**config.mk**
```make
export PLATFORM = sky130hd
export DESIGN_NAME = mua_alu
export DESIGN_NICKNAME = d
export VERILOG_FILES = /design/src/verilog/mua_pkg.sv /design/src/verilog/mua_alu.sv
export VERILOG_INCLUDE_DIRS = /design/src /design/src/verilog
export SDC_FILE = /design/constraint.sdc
export NUM_CORES = 1
export LEC_CHECK = 0
export BUFFER_PORTS_ARGS = -buffer_cell sky130_fd_sc_hd__buf_2
export CAP_MARGIN = 20
export CORE_UTILIZATION = 45
export CTS_CLUSTER_DIAMETER = 100
export DETAILED_ROUTE_END_ITERATION = 8
export GPL_ROUTABILITY_DRIVEN = 0
export SLEW_MARGIN = 10
export SYNTH_ARGS = -nofsm -noshare
export SYNTH_HDL_FRONTEND = slang
export SYNTH_SLANG_ARGS = --single-unit
export TNS_END_PERCENT = 30
```
**constraint.sdc**
```tcl
create_clock -name ref_clk -period 5.27 [get_ports ref_clk]
set_input_delay 1.054 -clock ref_clk [delete_from_list [all_inputs] [get_ports ref_clk]]
set_output_delay 1.054 -clock ref_clk [all_outputs]
set_load 0.01 [all_outputs]
```
**src/verilog/mua_cfg.svh**
```systemverilog
// Offsets, field positions and constants of the unary ALU block
`ifndef MUA_CFG_SVH
`define MUA_CFG_SVH
`define MUA_OFS_CMD 8'h00
`define MUA_OFS_WREG 8'h04
`define MUA_OFS_STATUS 8'h08
`define MUA_OFS_MADDR 8'h0c
`define MUA_OFS_MDATA 8'h10
`define MUA_OFS_WDT 8'h14
`define MUA_CMD_OP_LSB 0
`define MUA_CMD_ADR_LSB 8
`define MUA_ST_ZERO 0
`define MUA_ST_HC 1
`define MUA_ST_OV 2
`define MUA_ST_TO 3
`define MUA_ST_PDF 4
`define MUA_ST_SLEEP 5
`define MUA_WDT_EN 0
`define MUA_WDT_PRE_LSB 8
`define MUA_WDT_CNT_LSB 16
`define MUA_BYTE_ZERO 8'h00
`define MUA_BYTE_ONE 8'h01
`define MUA_BCD_LIMIT 4'h9
`define MUA_BCD_FIX 4'h6
`define MUA_NIB_ZERO 4'h0
`define MUA_WORD_ZERO 32'h0000_0000
`endif

```
**src/verilog/mua_pkg.sv**
```systemverilog
// Types shared by the unary ALU block
`default_nettype none
package mua_pkg;
	// Operation codes written to the command register
	typedef enum logic [3:0] {
		MUA_OP_NOP = 4'h0,
		MUA_OP_INV_MEM = 4'h1,
		MUA_OP_INV_WK = 4'h2,
		MUA_OP_BCD = 4'h3,
		MUA_OP_DEC_MEM = 4'h4,
		MUA_OP_DEC_WK = 4'h5,
		MUA_OP_INC_MEM = 4'h6,
		MUA_OP_INC_WK = 4'h7,
		MUA_OP_PWRDN = 4'h8,
		MUA_OP_WAKE = 4'h9,
		MUA_OP_KICK = 4'ha
	} mua_op_t;
	// Bus handshake states, Gray coded
	typedef enum logic [1:0] {
		MUA_IDLE = 2'b00,
		MUA_ACK = 2'b01
	} mua_bus_t;
endpackage
`default_nettype wire

```
**src/verilog/mua_alu.sv**
```systemverilog
// Unary ALU operations, power-down and watchdog with an Avalon-MM register port
//
// Summary of operation
// - Invert memory byte in place, update zero
// - Inverted memory byte into working register
// - Low nibble above 9 or half-carry: add 6
// - High nibble above 9 or overflow: add 6
// - Adjusted working register written to memory byte
// - Decimal adjust only sets overflow on carry
// - Decrement memory byte in place, update zero
// - Decremented byte into working register only
// - Power-down halts operations, keeps memory, working register and ALU flags
// - Power-down clears watchdog counter and prescaler
// - Power-down sets sleep flag, clears expired flag
// - Increment memory byte in place, update zero
`timescale 1ns/1ps
`default_nettype none
`include "mua_cfg.svh"
module mua_alu
	import mua_pkg::*;
#(
	parameter int MEM_AW = 4,
	parameter int PRE_W = 8,
	parameter int WDT_W = 8
) (
	input wire logic ref_clk,
	input wire logic reset,
	input wire logic ref_clk_en,
	input wire logic [7:0] avs_address,
	input wire logic avs_read,
	input wire logic avs_write,
	input wire logic [31:0] avs_writedata,
	output logic [31:0] avs_readdata,
	output logic avs_waitrequest,
	output logic sleeping
);
	// Bus handshake state
	mua_bus_t bus_q, bus_d;
	logic wait_q, wait_d;
	logic [31:0] rdata_q, rdata_d;
	logic [31:0] rmux;
	logic commit;

	// Core state
	logic [7:0] mem_q [0:(1<<MEM_AW)-1];
	logic [7:0] wreg_q, wreg_d;
	logic [MEM_AW-1:0] maddr_q, maddr_d;
	logic zero_q, zero_d, hc_q, hc_d, ov_q, ov_d;
	logic to_q, to_d, pdf_q, pdf_d, sleep_q, sleep_d;
	logic wdt_en_q, wdt_en_d;
	logic [PRE_W-1:0] pre_q, pre_d;
	logic [WDT_W-1:0] wdt_q, wdt_d;
	logic mem_we;
	logic [MEM_AW-1:0] mem_wa;
	logic [7:0] mem_wd;

	// Command decode and operand fetch
	mua_op_t op;
	logic [MEM_AW-1:0] op_addr;
	logic [7:0] mem_rd;
	logic lo_fix, hi_fix;
	logic [8:0] bcd_sum;
	logic expire, halting;
	logic [7:0] res;

	assign op = mua_op_t'(avs_writedata[`MUA_CMD_OP_LSB +: 4]);
	assign op_addr = avs_writedata[`MUA_CMD_ADR_LSB +: MEM_AW];
	assign mem_rd = mem_q[op_addr];
	// Write takes effect on the edge where waitrequest is sampled low
	assign commit = (bus_q == MUA_ACK) && avs_write;

	// Decimal adjust: corrections chosen from nibbles and flags
	assign lo_fix = (wreg_q[3:0] > `MUA_BCD_LIMIT) || hc_q;
	assign hi_fix = (wreg_q[7:4] > `MUA_BCD_LIMIT) || ov_q;
	assign bcd_sum = {1'b0, wreg_q} + {1'b0, (hi_fix ? `MUA_BCD_FIX : `MUA_NIB_ZERO),
		(lo_fix ? `MUA_BCD_FIX : `MUA_NIB_ZERO)};

	// Read multiplexer, unmapped offsets read as zero
	always_comb begin
		rmux = `MUA_WORD_ZERO;
		case (avs_address)
			`MUA_OFS_WREG: rmux[7:0] = wreg_q;
			`MUA_OFS_STATUS: begin
				rmux[`MUA_ST_ZERO] = zero_q;
				rmux[`MUA_ST_HC] = hc_q;
				rmux[`MUA_ST_OV] = ov_q;
				rmux[`MUA_ST_TO] = to_q;
				rmux[`MUA_ST_PDF] = pdf_q;
				rmux[`MUA_ST_SLEEP] = sleep_q;
			end
			`MUA_OFS_MADDR: rmux[MEM_AW-1:0] = maddr_q;
			`MUA_OFS_MDATA: rmux[7:0] = mem_q[maddr_q];
			`MUA_OFS_WDT: begin
				rmux[`MUA_WDT_EN] = wdt_en_q;
				rmux[`MUA_WDT_PRE_LSB +: PRE_W] = pre_q;
				rmux[`MUA_WDT_CNT_LSB +: WDT_W] = wdt_q;
			end
			default: rmux = `MUA_WORD_ZERO;
		endcase
	end

	// Bus handshake: one wait cycle, then one cycle with waitrequest low
	always_comb begin
		bus_d = bus_q;
		wait_d = 1'b1;
		rdata_d = rdata_q;
		case (bus_q)
			MUA_IDLE: if (avs_read || avs_write) begin
				bus_d = MUA_ACK;
				wait_d = 1'b0;
				rdata_d = avs_read ? rmux : `MUA_WORD_ZERO;
			end
			MUA_ACK: bus_d = MUA_IDLE;
			default: bus_d = MUA_IDLE;
		endcase
	end

	always_ff @(posedge ref_clk) begin
		if (reset) begin
			bus_q <= MUA_IDLE;
			wait_q <= 1'b1;
			rdata_q <= `MUA_WORD_ZERO;
		end else if (ref_clk_en) begin
			bus_q <= bus_d;
			wait_q <= wait_d;
			rdata_q <= rdata_d;
		end
	end

	// Core next state: watchdog first, then commands, so power-down wins
	always_comb begin
		wreg_d = wreg_q;
		maddr_d = maddr_q;
		zero_d = zero_q;
		hc_d = hc_q;
		ov_d = ov_q;
		to_d = to_q;
		pdf_d = pdf_q;
		sleep_d = sleep_q;
		wdt_en_d = wdt_en_q;
		pre_d = pre_q;
		wdt_d = wdt_q;
		mem_we = 1'b0;
		mem_wa = op_addr;
		mem_wd = mem_rd;
		expire = 1'b0;
		halting = 1'b0;
		res = `MUA_BYTE_ZERO;
		// Watchdog keeps running while asleep so expiry can wake the core
		if (wdt_en_q) begin
			pre_d = pre_q + PRE_W'(1);
			if (&pre_q) begin
				wdt_d = wdt_q + WDT_W'(1);
				expire = &wdt_q;
			end
		end
		if (commit) begin
			case (avs_address)
				`MUA_OFS_CMD: if (!sleep_q || op == MUA_OP_WAKE) begin
					case (op)
						MUA_OP_INV_MEM: begin
							res = ~mem_rd;
							mem_we = 1'b1;
							mem_wd = res;
							zero_d = (res == `MUA_BYTE_ZERO);
						end
						MUA_OP_INV_WK: begin
							res = ~mem_rd;
							wreg_d = res;
							zero_d = (res == `MUA_BYTE_ZERO);
						end
						MUA_OP_BCD: begin
							mem_we = 1'b1;
							mem_wd = bcd_sum[7:0];
							if (bcd_sum[8]) begin
								ov_d = 1'b1;
							end
						end
						MUA_OP_DEC_MEM: begin
							res = mem_rd - `MUA_BYTE_ONE;
							mem_we = 1'b1;
							mem_wd = res;
							zero_d = (res == `MUA_BYTE_ZERO);
						end
						MUA_OP_DEC_WK: begin
							res = mem_rd - `MUA_BYTE_ONE;
							wreg_d = res;
							zero_d = (res == `MUA_BYTE_ZERO);
						end
						MUA_OP_INC_MEM: begin
							res = mem_rd + `MUA_BYTE_ONE;
							mem_we = 1'b1;
							mem_wd = res;
							zero_d = (res == `MUA_BYTE_ZERO);
						end
						MUA_OP_INC_WK: begin
							res = mem_rd + `MUA_BYTE_ONE;
							wreg_d = res;
							zero_d = (res == `MUA_BYTE_ZERO);
						end
						MUA_OP_PWRDN: begin
							halting = 1'b1;
							sleep_d = 1'b1;
							pre_d = '0;
							wdt_d = '0;
							pdf_d = 1'b1;
							to_d = 1'b0;
						end
						MUA_OP_WAKE: sleep_d = 1'b0;
						MUA_OP_KICK: begin
							pre_d = '0;
							wdt_d = '0;
						end
						default: res = `MUA_BYTE_ZERO;
					endcase
				end
				`MUA_OFS_WREG: wreg_d = avs_writedata[7:0];
				`MUA_OFS_STATUS: begin
					zero_d = avs_writedata[`MUA_ST_ZERO];
					hc_d = avs_writedata[`MUA_ST_HC];
					ov_d = avs_writedata[`MUA_ST_OV];
					to_d = avs_writedata[`MUA_ST_TO];
					pdf_d = avs_writedata[`MUA_ST_PDF];
				end
				`MUA_OFS_MADDR: maddr_d = avs_writedata[MEM_AW-1:0];
				`MUA_OFS_MDATA: begin
					mem_we = 1'b1;
					mem_wa = maddr_q;
					mem_wd = avs_writedata[7:0];
				end
				`MUA_OFS_WDT: wdt_en_d = avs_writedata[`MUA_WDT_EN];
				default: res = `MUA_BYTE_ZERO;
			endcase
		end
		// Expiry beats a software clear, but not a power-down in the same cycle
		if (expire && !halting) begin
			to_d = 1'b1;
			sleep_d = 1'b0;
		end
	end

	// Memory has no reset: contents survive power-down and reset alike
	always_ff @(posedge ref_clk) begin
		if (ref_clk_en && mem_we) begin
			mem_q[mem_wa] <= mem_wd;
		end
	end

	always_ff @(posedge ref_clk) begin
		if (reset) begin
			wreg_q <= `MUA_BYTE_ZERO;
			maddr_q <= '0;
			zero_q <= 1'b0;
			hc_q <= 1'b0;
			ov_q <= 1'b0;
			to_q <= 1'b0;
			pdf_q <= 1'b0;
			sleep_q <= 1'b0;
			wdt_en_q <= 1'b0;
			pre_q <= '0;
			wdt_q <= '0;
		end else if (ref_clk_en) begin
			wreg_q <= wreg_d;
			maddr_q <= maddr_d;
			zero_q <= zero_d;
			hc_q <= hc_d;
			ov_q <= ov_d;
			to_q <= to_d;
			pdf_q <= pdf_d;
			sleep_q <= sleep_d;
			wdt_en_q <= wdt_en_d;
			pre_q <= pre_d;
			wdt_q <= wdt_d;
		end
	end

	assign avs_readdata = rdata_q;
	assign avs_waitrequest = wait_q;
	assign sleeping = sleep_q;

	// Checks
	logic fire;
	logic [3:0] wlo, whi;
	logic [7:0] at_op;
	assign fire = commit && ref_clk_en && (avs_address == `MUA_OFS_CMD) && !sleep_q;
	assign wlo = wreg_q[3:0];
	assign whi = wreg_q[7:4];
	assign at_op = mem_q[op_addr];
endmodule
`default_nettype wire

```
==> summary.md, run 1 <==
| Metric | Value |
|---|---|
| Num rows | 54 |
| CP startpoint kind | input port |
| Worst path bufs/invs | 4 |
| Simple-gate share of the synthesized area | 13.6% |
| Post-synthesis compound-gate area fraction | 10.7% |
| Post-synth top flop | edfxtp_1 |
| Hold WS | 467 ps |
| Count of unique library cells instantiated by Yosys | 74 |
| Fmax | 230 MHz |
| Layout area overhead | 10.8% |
| Largest net degree at the start of global routing | 46 |
| Maximum vdd drop | 203 uV |
| Longest Clk Path Bufs | 2 |
| Crit-path cells | buf_2 > buf_4 > mux4_2 > a22o_1 > a221oi_1 > inv_2 > nor4_4 > xnor2_1 > a31oi_1 > o211ai_1 > buf_4 |
| Final Hold Vio Count | 0 |
| Root Driver | clkbuf_16 |
| Final Cell Area | 11200 sq um |
| Met3 WL | 2080 um |
| Grt total ovfl | 0 |
| Mux share of post-synthesis cell area | 17.4% |
| Cts bufs inserted | 17 |
| Outcome | finished, violations left |
| Largest family of logic cells by synthesized area | multiplexers |
| FF/Latch Area | 5150 sq um |
| Least-Margin Pin Slew | 1070 ps |
| Initial DRT Pass Iterations | 8 |
| Area of the multi-input gates | 4660 sq um |
| Final Util | 51.2% |
| CTS Hold Bufs | 0 |
| Netlist Area Pre-Place | 10100 sq um |
| Syn Inst Count | 855 |
| H-Tree Depth | 4 |
| Synth async-reset ratio | 0% |
| Critical Path RT | 5540 ps |
| Worst-path maximum fanout | 16 |
| Crit-path most repeated cell | buf_4 |
| Count of flip-flops with a built-in enable after synthesis | 128 |
| Hpwl dp | 19100 um |
| Io pins | 79 |
| Post-cts sizing count | 0 |
| Final period util | 82.4% |
| Core Box Area | 22000 sq um |
| Starting Density | 46.2% |
| CTS clock-pin slew for the worst setup and hold paths | 70 ps |
| Slowest-stage cell, CP | a221oi_1 |
| Post-Route WL | 27000 um |
| WS Path Type | input port to register |
| Vias in the first global route | 6955 |
| HP Class | register to register |
| Flops & latches, synth | 193 |
| Clock Latency Late Sink | 440 ps |
| Xor/xnor share of the synthesized area | 2.42% |
| First-pass GRT wire length | 41300 um |
| Max Cap Viol | 0 |
| Vias after detailed routing | 7396 |
| Crit path largest cell delay | 530 ps |
| Clock Skew | 14.5 ps |
| DRC errors left | 10 |
| Post-CTS setup buffers | 0 |
| Antenna Nets Post-Route | 0 |
| Post-Route M1 WL | 11500 um |
| Top Metal Used | met4 |
| Die Area | 23200 sq um |
| Final worst path period need | 4340 ps |
| Filler cells | 1897 |
| Leak | 0.00378 uW |
| Die Span Y | 152 um |
| Total Routing Usage GR | 23.8% |
| N_diodes | 0 |
| # port buffers | 50 |
| # clock sinks | 193 |
| Setup crit end kind | register |
| Wirelength per Cell | 22.7 um |
| Initial antenna violation count | 0 |
| DP Area | 10700 sq um |
| P per Cell Area | 275 nW/um^2 |
| Crit path DAT | 4610 ps |
| YS warnings | 0 |
| Layout Nets | 955 |
| Routed wire length on met2 | 12800 um |
| Vias per cell | 6.21 |
| Share of layout cells above drive strength 1 | 20.9% |
| Violated checks | DRC |
| Final Max Tran Viols | 0 |
| Final setup viols | 0 |
| Syn_area_per_cell | 11.9 sq um |
| Register area share after synthesis | 50.7% |
| RSZ-0062 raised after global routing | no |
| Drt initial violations | 715 |
| CTS tree | done |
| Setup TNS | 0 ps |
| CP delay by family, top | buffers and inverters |
| Rel. slew slack | 28.0% |
| Die W | 152 um |
| Post-Synth Adder-Cell Area | 1.31% |
-- power breakdown --
| part | switching (uW) | internal [uW] | leakage [uW] | total (uW) |
|---|---|---|---|---|
| sequential | 1.37 | 1630 | 0.00168 | 1630 |
| combinational | 178 | 87.7 | 0.00185 | 265 |
| clock | 585 | 613 | 0.000253 | 1200 |
| total | 764 | 2330 | 0.00378 | 3090 |
-- Yosys cell counts, types with 9 or more instances --
master / instances / share of area (%)
a21oi_1: 45 / 2.2
a22oi_1: 21 / 1.6
nor3_1: 22 / 1.1
nand2_1: 65 / 2.4
o21ai_0: 26 / 1.3
and3_1: 10 / 0.62
xnor2_1: 18 / 1.6
xor2_1: 10 / 0.86
clkbuf_1: 39 / 1.4
buf_4: 9 / 0.67
and2_1: 9 / 0.55
nand4_1: 10 / 0.62
nand3_1: 19 / 0.94
nor2b_1: 13 / 0.80
a211oi_1: 9 / 0.67
inv_1: 12 / 0.44
edfxtp_1: 128 / 38
mux4_2: 65 / 14
ha_1: 9 / 1.1
dfxtp_1: 65 / 13
mux2i_1: 18 / 1.8
nor2_1: 106 / 3.9
-- sequential cells by signal, summed over array words and instances (netlist names), named ones only --
| name | flops |
|---|---|
| wdt_en_q | 1 |
| wreg_q | 8 |
| sleeping | 1 |
| ov_q | 1 |
| wdt_q | 8 |
| avs_waitrequest | 1 |
| pre_q | 8 |
| mem_q | 128 |
| maddr_q | 4 |
| avs_readdata | 24 |
| zero_q | 1 |
| bus_q | 1 |
| pdf_q | 1 |
| to_q | 1 |
| hc_q | 1 |
-- routing by layer --
metal,GRT usage [%],up-vias
met4,9.04,0
li1,-,3349
met1,32.6,3659
met2,38.3,336
met5,0,-
met3,3.92,52
-- cells in the final DEF (no fill, tap or decap), types with 10 or more instances in the layout --
cell type and instances:
mux4_2 65, xor2_1 10, and3_1 10, nor3_1 21, inv_1 12, nor2_1 106, nor2b_1 13, a21oi_1 45
nand4_1 10, mux2i_1 18, nand3_1 19, buf_4 35, nand2_1 65, clkbuf_16 17, o21ai_0 26, buf_2 50
xnor2_1 18, a22oi_1 21, edfxtp_1 128, dfxtp_1 64
-- worst paths after layout --
kind,slack [ps],depth (start not counted),endpoint,from
min reg2reg,470,2,to_q,to_q
min,470,2,to_q,to_q
max reg2reg,1840,6,mem_q[10][5],mem_q[6][4]
max,930,11,mem_q[5][7],avs_writedata[8]
-- worst reg2reg max path, delay by kind of cell (launching register included) --
family | cells | cell delay (ps)
compound gates | 1 | 790
simple gates | 1 | 410
mux | 4 | 1480
flops | 1 | 400
-- final cells by class --
class                           count  area share (%)
Clock buffer                       19            3.85
Clock inverter                     11           0.879
Inverter                           14           0.467
Multi-Input combinational cell    589            41.4
Sequential cell                   193            45.7
Tap cell                          280            3.11
Timing Repair Buffer               85            4.56
-- metrics by stage --
| step | total power (uW) | instances | setup WS, ps |
|---|---|---|---|
| after CTS | 3110 | 1190 | 946 |
| after floorplan | 1850 | 862 | 1260 |
| final | 3090 | 1191 | 927 |
| after global routing | 3180 | 1191 | 732 |
| after detailed placement | 1920 | 1160 | 509 |
| after global placement | 1920 | 1160 | 485 |
-- cell families (layout without fill, tap and decap cells) --
logic type,after synthesis,count (layout)
XOR/XNOR,28,28
buffers and inverters,80,129
flip-flops,193,193
AND/OR/NAND/NOR,290,290
adder cells (fa/ha/maj),10,10
AO/OA/AOI/OAI,163,163
multiplexers,90,90
other,1,8
(Power assumes the default switching activity.)
==> run 2: changes to the inputs <==
Settings changed: ABC_AREA from default to 1.
Clock period 5.27 ns to 4.45 ns, I/O delays scaled along.
==> run 2 against run 1 <==
  * Worst setup slack got worse by 180 ps
  * The run now ends clean
  * First-iteration DRC count increased by 13%
  * Total power increased by 24%
  * Critical endpoint unchanged
  * Synthesized cell count increased by 58%
  * Largest cell class unchanged
  * Critical path type unchanged
  * Die area increased by 5.8%
  * Sequential share of layout area decreased by 2.6 points
==> summary.md, run 2 <==
| Metric | Value |
|---|---|
| CTS Hold Bufs | 0 (unchanged) |
| Drt initial violations | 805 (was 715) |
| Post-synth top flop | edfxtp_1 (unchanged) |
| R2R Setup Slk | 1120 ps (was 1840 ps) |
| N_diodes | 0 (unchanged) |
| Count of unique library cells instantiated by Yosys | 53 (was 74) |
| Most used cells in the layout excluding fill and tap cells | nand2_1 (286), inv_1 (162), edfxtp_1 (128) (was edfxtp_1 (128), nor2_1 (106), mux4_2 (65), nand2_1 (65), dfxtp_1 (64)) |
| Clock Latency Late Sink | 440 ps (about the same) |
| Final worst path period need | 3700 ps |
| P per Cell Area | 320 nW/um^2 (was 275 nW/um^2) |
| Starting Density | 45.8% (was 46.2%) |
| Max Cap Viol | 0 (unchanged) |
| Final setup viols | 0 (unchanged) |
| Maximum vdd drop | 241 uV (was 203 uV) |
| Syn Inst Count | 1350 (was 855) |
| Hold_sp | avs_readdata[23] (was to_q) |
| Fmax | 270 MHz |
| Post-CTS setup buffers | 0 (unchanged) |
| Hold Path Stages | 2 (unchanged) |
| Post-Route WL | 30400 um (was 27000 um) |
| Synth area leader | edfxtp_1 (unchanged) |
| Reg2reg path depth | 17 (was 6) |
| Setup TNS | 0 ps (unchanged) |
| Final Max Tran Viols | 0 (unchanged) |
| Filler cells | 2265 (was 1897) |
| DRC errors left | 0 (was 10) |
| Register area share after synthesis | 47.9% (was 50.7%) |
| Wirelength per Cell | 17.6 um (was 22.7 um) |
| Num rows | 56 (was 54) |
| Synth async-reset ratio | 0% (unchanged) |
| FF-to-FF Start | wreg_q[2] (was mem_q[6][4]) |
| Rel. slew slack | 37.4% (was 28.0%) |
| Longest Clk Path Bufs | 2 (unchanged) |
| # placed instances | 1697 (was 1160) |
| Die W | 157 um (was 152 um) |
| Vias per cell | 5.41 (was 6.21) |
| Final Util | 50.9% (was 51.2%) |
| Worst-path maximum fanout | 31 (was 16) |
| HP Class | register to register (unchanged) |
| Final period util | 83.2% |
| Largest net degree at the start of global routing | 94 (was 46) |
| # port buffers | 50 (unchanged) |
| RSZ-0062 raised after global routing | no (unchanged) |
| Vias in the first global route | 8296 (was 6955) |
| Final Hold Vio Count | 0 (unchanged) |
| Die Area | 24500 sq um (was 23200 sq um) |
| Cts bufs inserted | 17 (unchanged) |
| Leak | 0.00474 uW (was 0.00378 uW) |
| Post-cts sizing count | 0 (unchanged) |
| Hpwl dp | 21300 um (was 19100 um) |
| CTS clock-pin slew for the worst setup and hold paths | 70 ps (about the same) |
| Core Box Area | 23500 sq um (was 22000 sq um) |
| WS Path Type | input port to register (unchanged) |
| Least-Margin Pin Slew | 936 ps (was 1070 ps) |
| Count of flip-flops with a built-in enable after synthesis | 128 (unchanged) |
| First-pass GRT wire length | 46600 um (was 41300 um) |
| Crit path DAT | 3850 ps (was 4610 ps) |
| Syn_area_per_cell | 7.96 sq um (was 11.9 sq um) |
| Post-synth top cells | nand2_1 (286), inv_1 (162), edfxtp_1 (128) (was edfxtp_1 (128), nor2_1 (106), dfxtp_1 (65), mux4_2 (65), nand2_1 (65)) |
| Antenna Nets Post-Route | 0 (unchanged) |
| CP startpoint kind | input port (unchanged) |
| Vias after detailed routing | 9352 (was 7396) |
| Hold WS | 462 ps (was 467 ps) |
| Initial antenna violation count | 0 (unchanged) |
| Initial DRT Pass Iterations | 5 (was 8) |
| Fin cells | 1730 (was 1191) |
| Top cell type's share of synthesized area | 35.8% (was 37.9%) |
| Grt total ovfl | 0 (unchanged) |
| Layout Nets | 1453 (was 955) |
| Io pins | 79 (unchanged) |
| Layout area overhead | 11.1% (was 10.8%) |
| Die Span Y | 157 um (was 152 um) |
| Worst hold endpoint | avs_readdata[23] (was to_q) |
| Flops & latches, synth | 193 (unchanged) |
| YS warnings | 0 (unchanged) |
| Worst reg2reg path endpoint | mem_q[5][7] (was mem_q[10][5]) |
| Total Routing Usage GR | 25.5% (was 23.8%) |
| Smallest setup slack after layout | 749 ps (was 927 ps) |
| Largest register FFs | 128 (unchanged) |
| Clock Skew | 12.4 ps (was 14.5 ps) |
| H-Tree Depth | 4 (unchanged) |
| Synth area leaders | edfxtp_1 (36%), dfxtp_1 (12%), nand2_1 (10%), a21oi_1 (5.7%), inv_1 (5.7%) (was edfxtp_1 (38%), mux4_2 (14%), dfxtp_1 (13%), nor2_1 (3.9%), nand2_1 (2.4%)) |
| # clock sinks | 193 (unchanged) |
| Netlist Area Pre-Place | 10700 sq um (was 10100 sq um) |
| Count leader, synth | nand2_1 (was edfxtp_1) |
| Setup crit end kind | register (unchanged) |
| Share of layout cells above drive strength 1 | 11.8% (was 20.9%) |
| CTS tree | done (unchanged) |
| Most common cell after layout, fill and taps aside | nand2_1 (was edfxtp_1) |
| Outcome | finished clean (was finished, violations left) |
| Root Driver | clkbuf_16 (unchanged) |
| Critical Path RT | 4600 ps (was 5540 ps) |
| Top reg by flops | mem_q (unchanged) |
| Dpl ws | 269 ps (was 509 ps) |
run 2: worst max path at each step:
stage               depth (start not counted)             start  slack [ps]            to
finish                                     14  avs_writedata[8]         750   mem_q[5][7]
floorplan                                  17  avs_writedata[8]         930   mem_q[0][6]
detailed placement                         14  avs_writedata[8]         270  mem_q[12][7]
CTS                                        14  avs_writedata[8]         700   mem_q[5][7]
global route                               14  avs_writedata[8]         420   mem_q[5][7]
global placement                           15  avs_writedata[8]         350  mem_q[13][2]
run 2: cell type report:
cell class | count | area [sq um] | area share, %
well taps | 319 | 399 | 3.34
inverters | 176 | 662 | 5.54
multi-input cells | 915 | 4550 | 38.1
flip-flops and latches | 193 | 5150 | 43.1
clock buffers | 20 | 479 | 4.01
repair buffers | 95 | 591 | 4.95
clock inverters | 12 | 106 | 0.891
run 2: logic make-up (layout without fill, tap and decap cells):
group           Yosys count  after routing  share of synthesized area, %
simple gates            572            572                          23.1
compound gates          318            318                          17.1
buf+inv                 249            303                          10.1
flops                   193            193                          47.9
fa+ha+maj                10             10                          1.23
xor+xnor                  6              6                         0.489
other cells               1              8                        0.0349
mux                       1              1                        0.0931
run 2: where the power goes:
group          internal [uW]  switching [uW]
registers               1930            1.16
logic                   92.8             264
clock network            805             727
run 2: critical path, cell delays in order:
cell,delay [ps]
buf_4,320
buf_4,380
nand2_1,90
nand3_1,90
nand3_1,90
nand3_1,160
nand2_1,280
nor2_2,260
nand2_1,110
o21ai_1,200
nand2_1,120
o211ai_1,210
o211ai_1,140
nand2_1,490
run 2: stage by stage:
stage / area (sq um) / total power [uW]
finish: 11900 / 3820
floorplan: 10800 / 2210
global route: 11900 / 3940
CTS: 11900 / 3830
global placement: 11300 / 2320
detailed placement: 11300 / 2320
run 2: layer usage:
metal  GRT usage (%)  share of wire, %  vias up
met4            7.47               1.5        0
met2            40.3                46      340
met5               0                 0        -
met3            4.43               8.1       27
li1                -                 -     4658
met1            35.6                45     4327
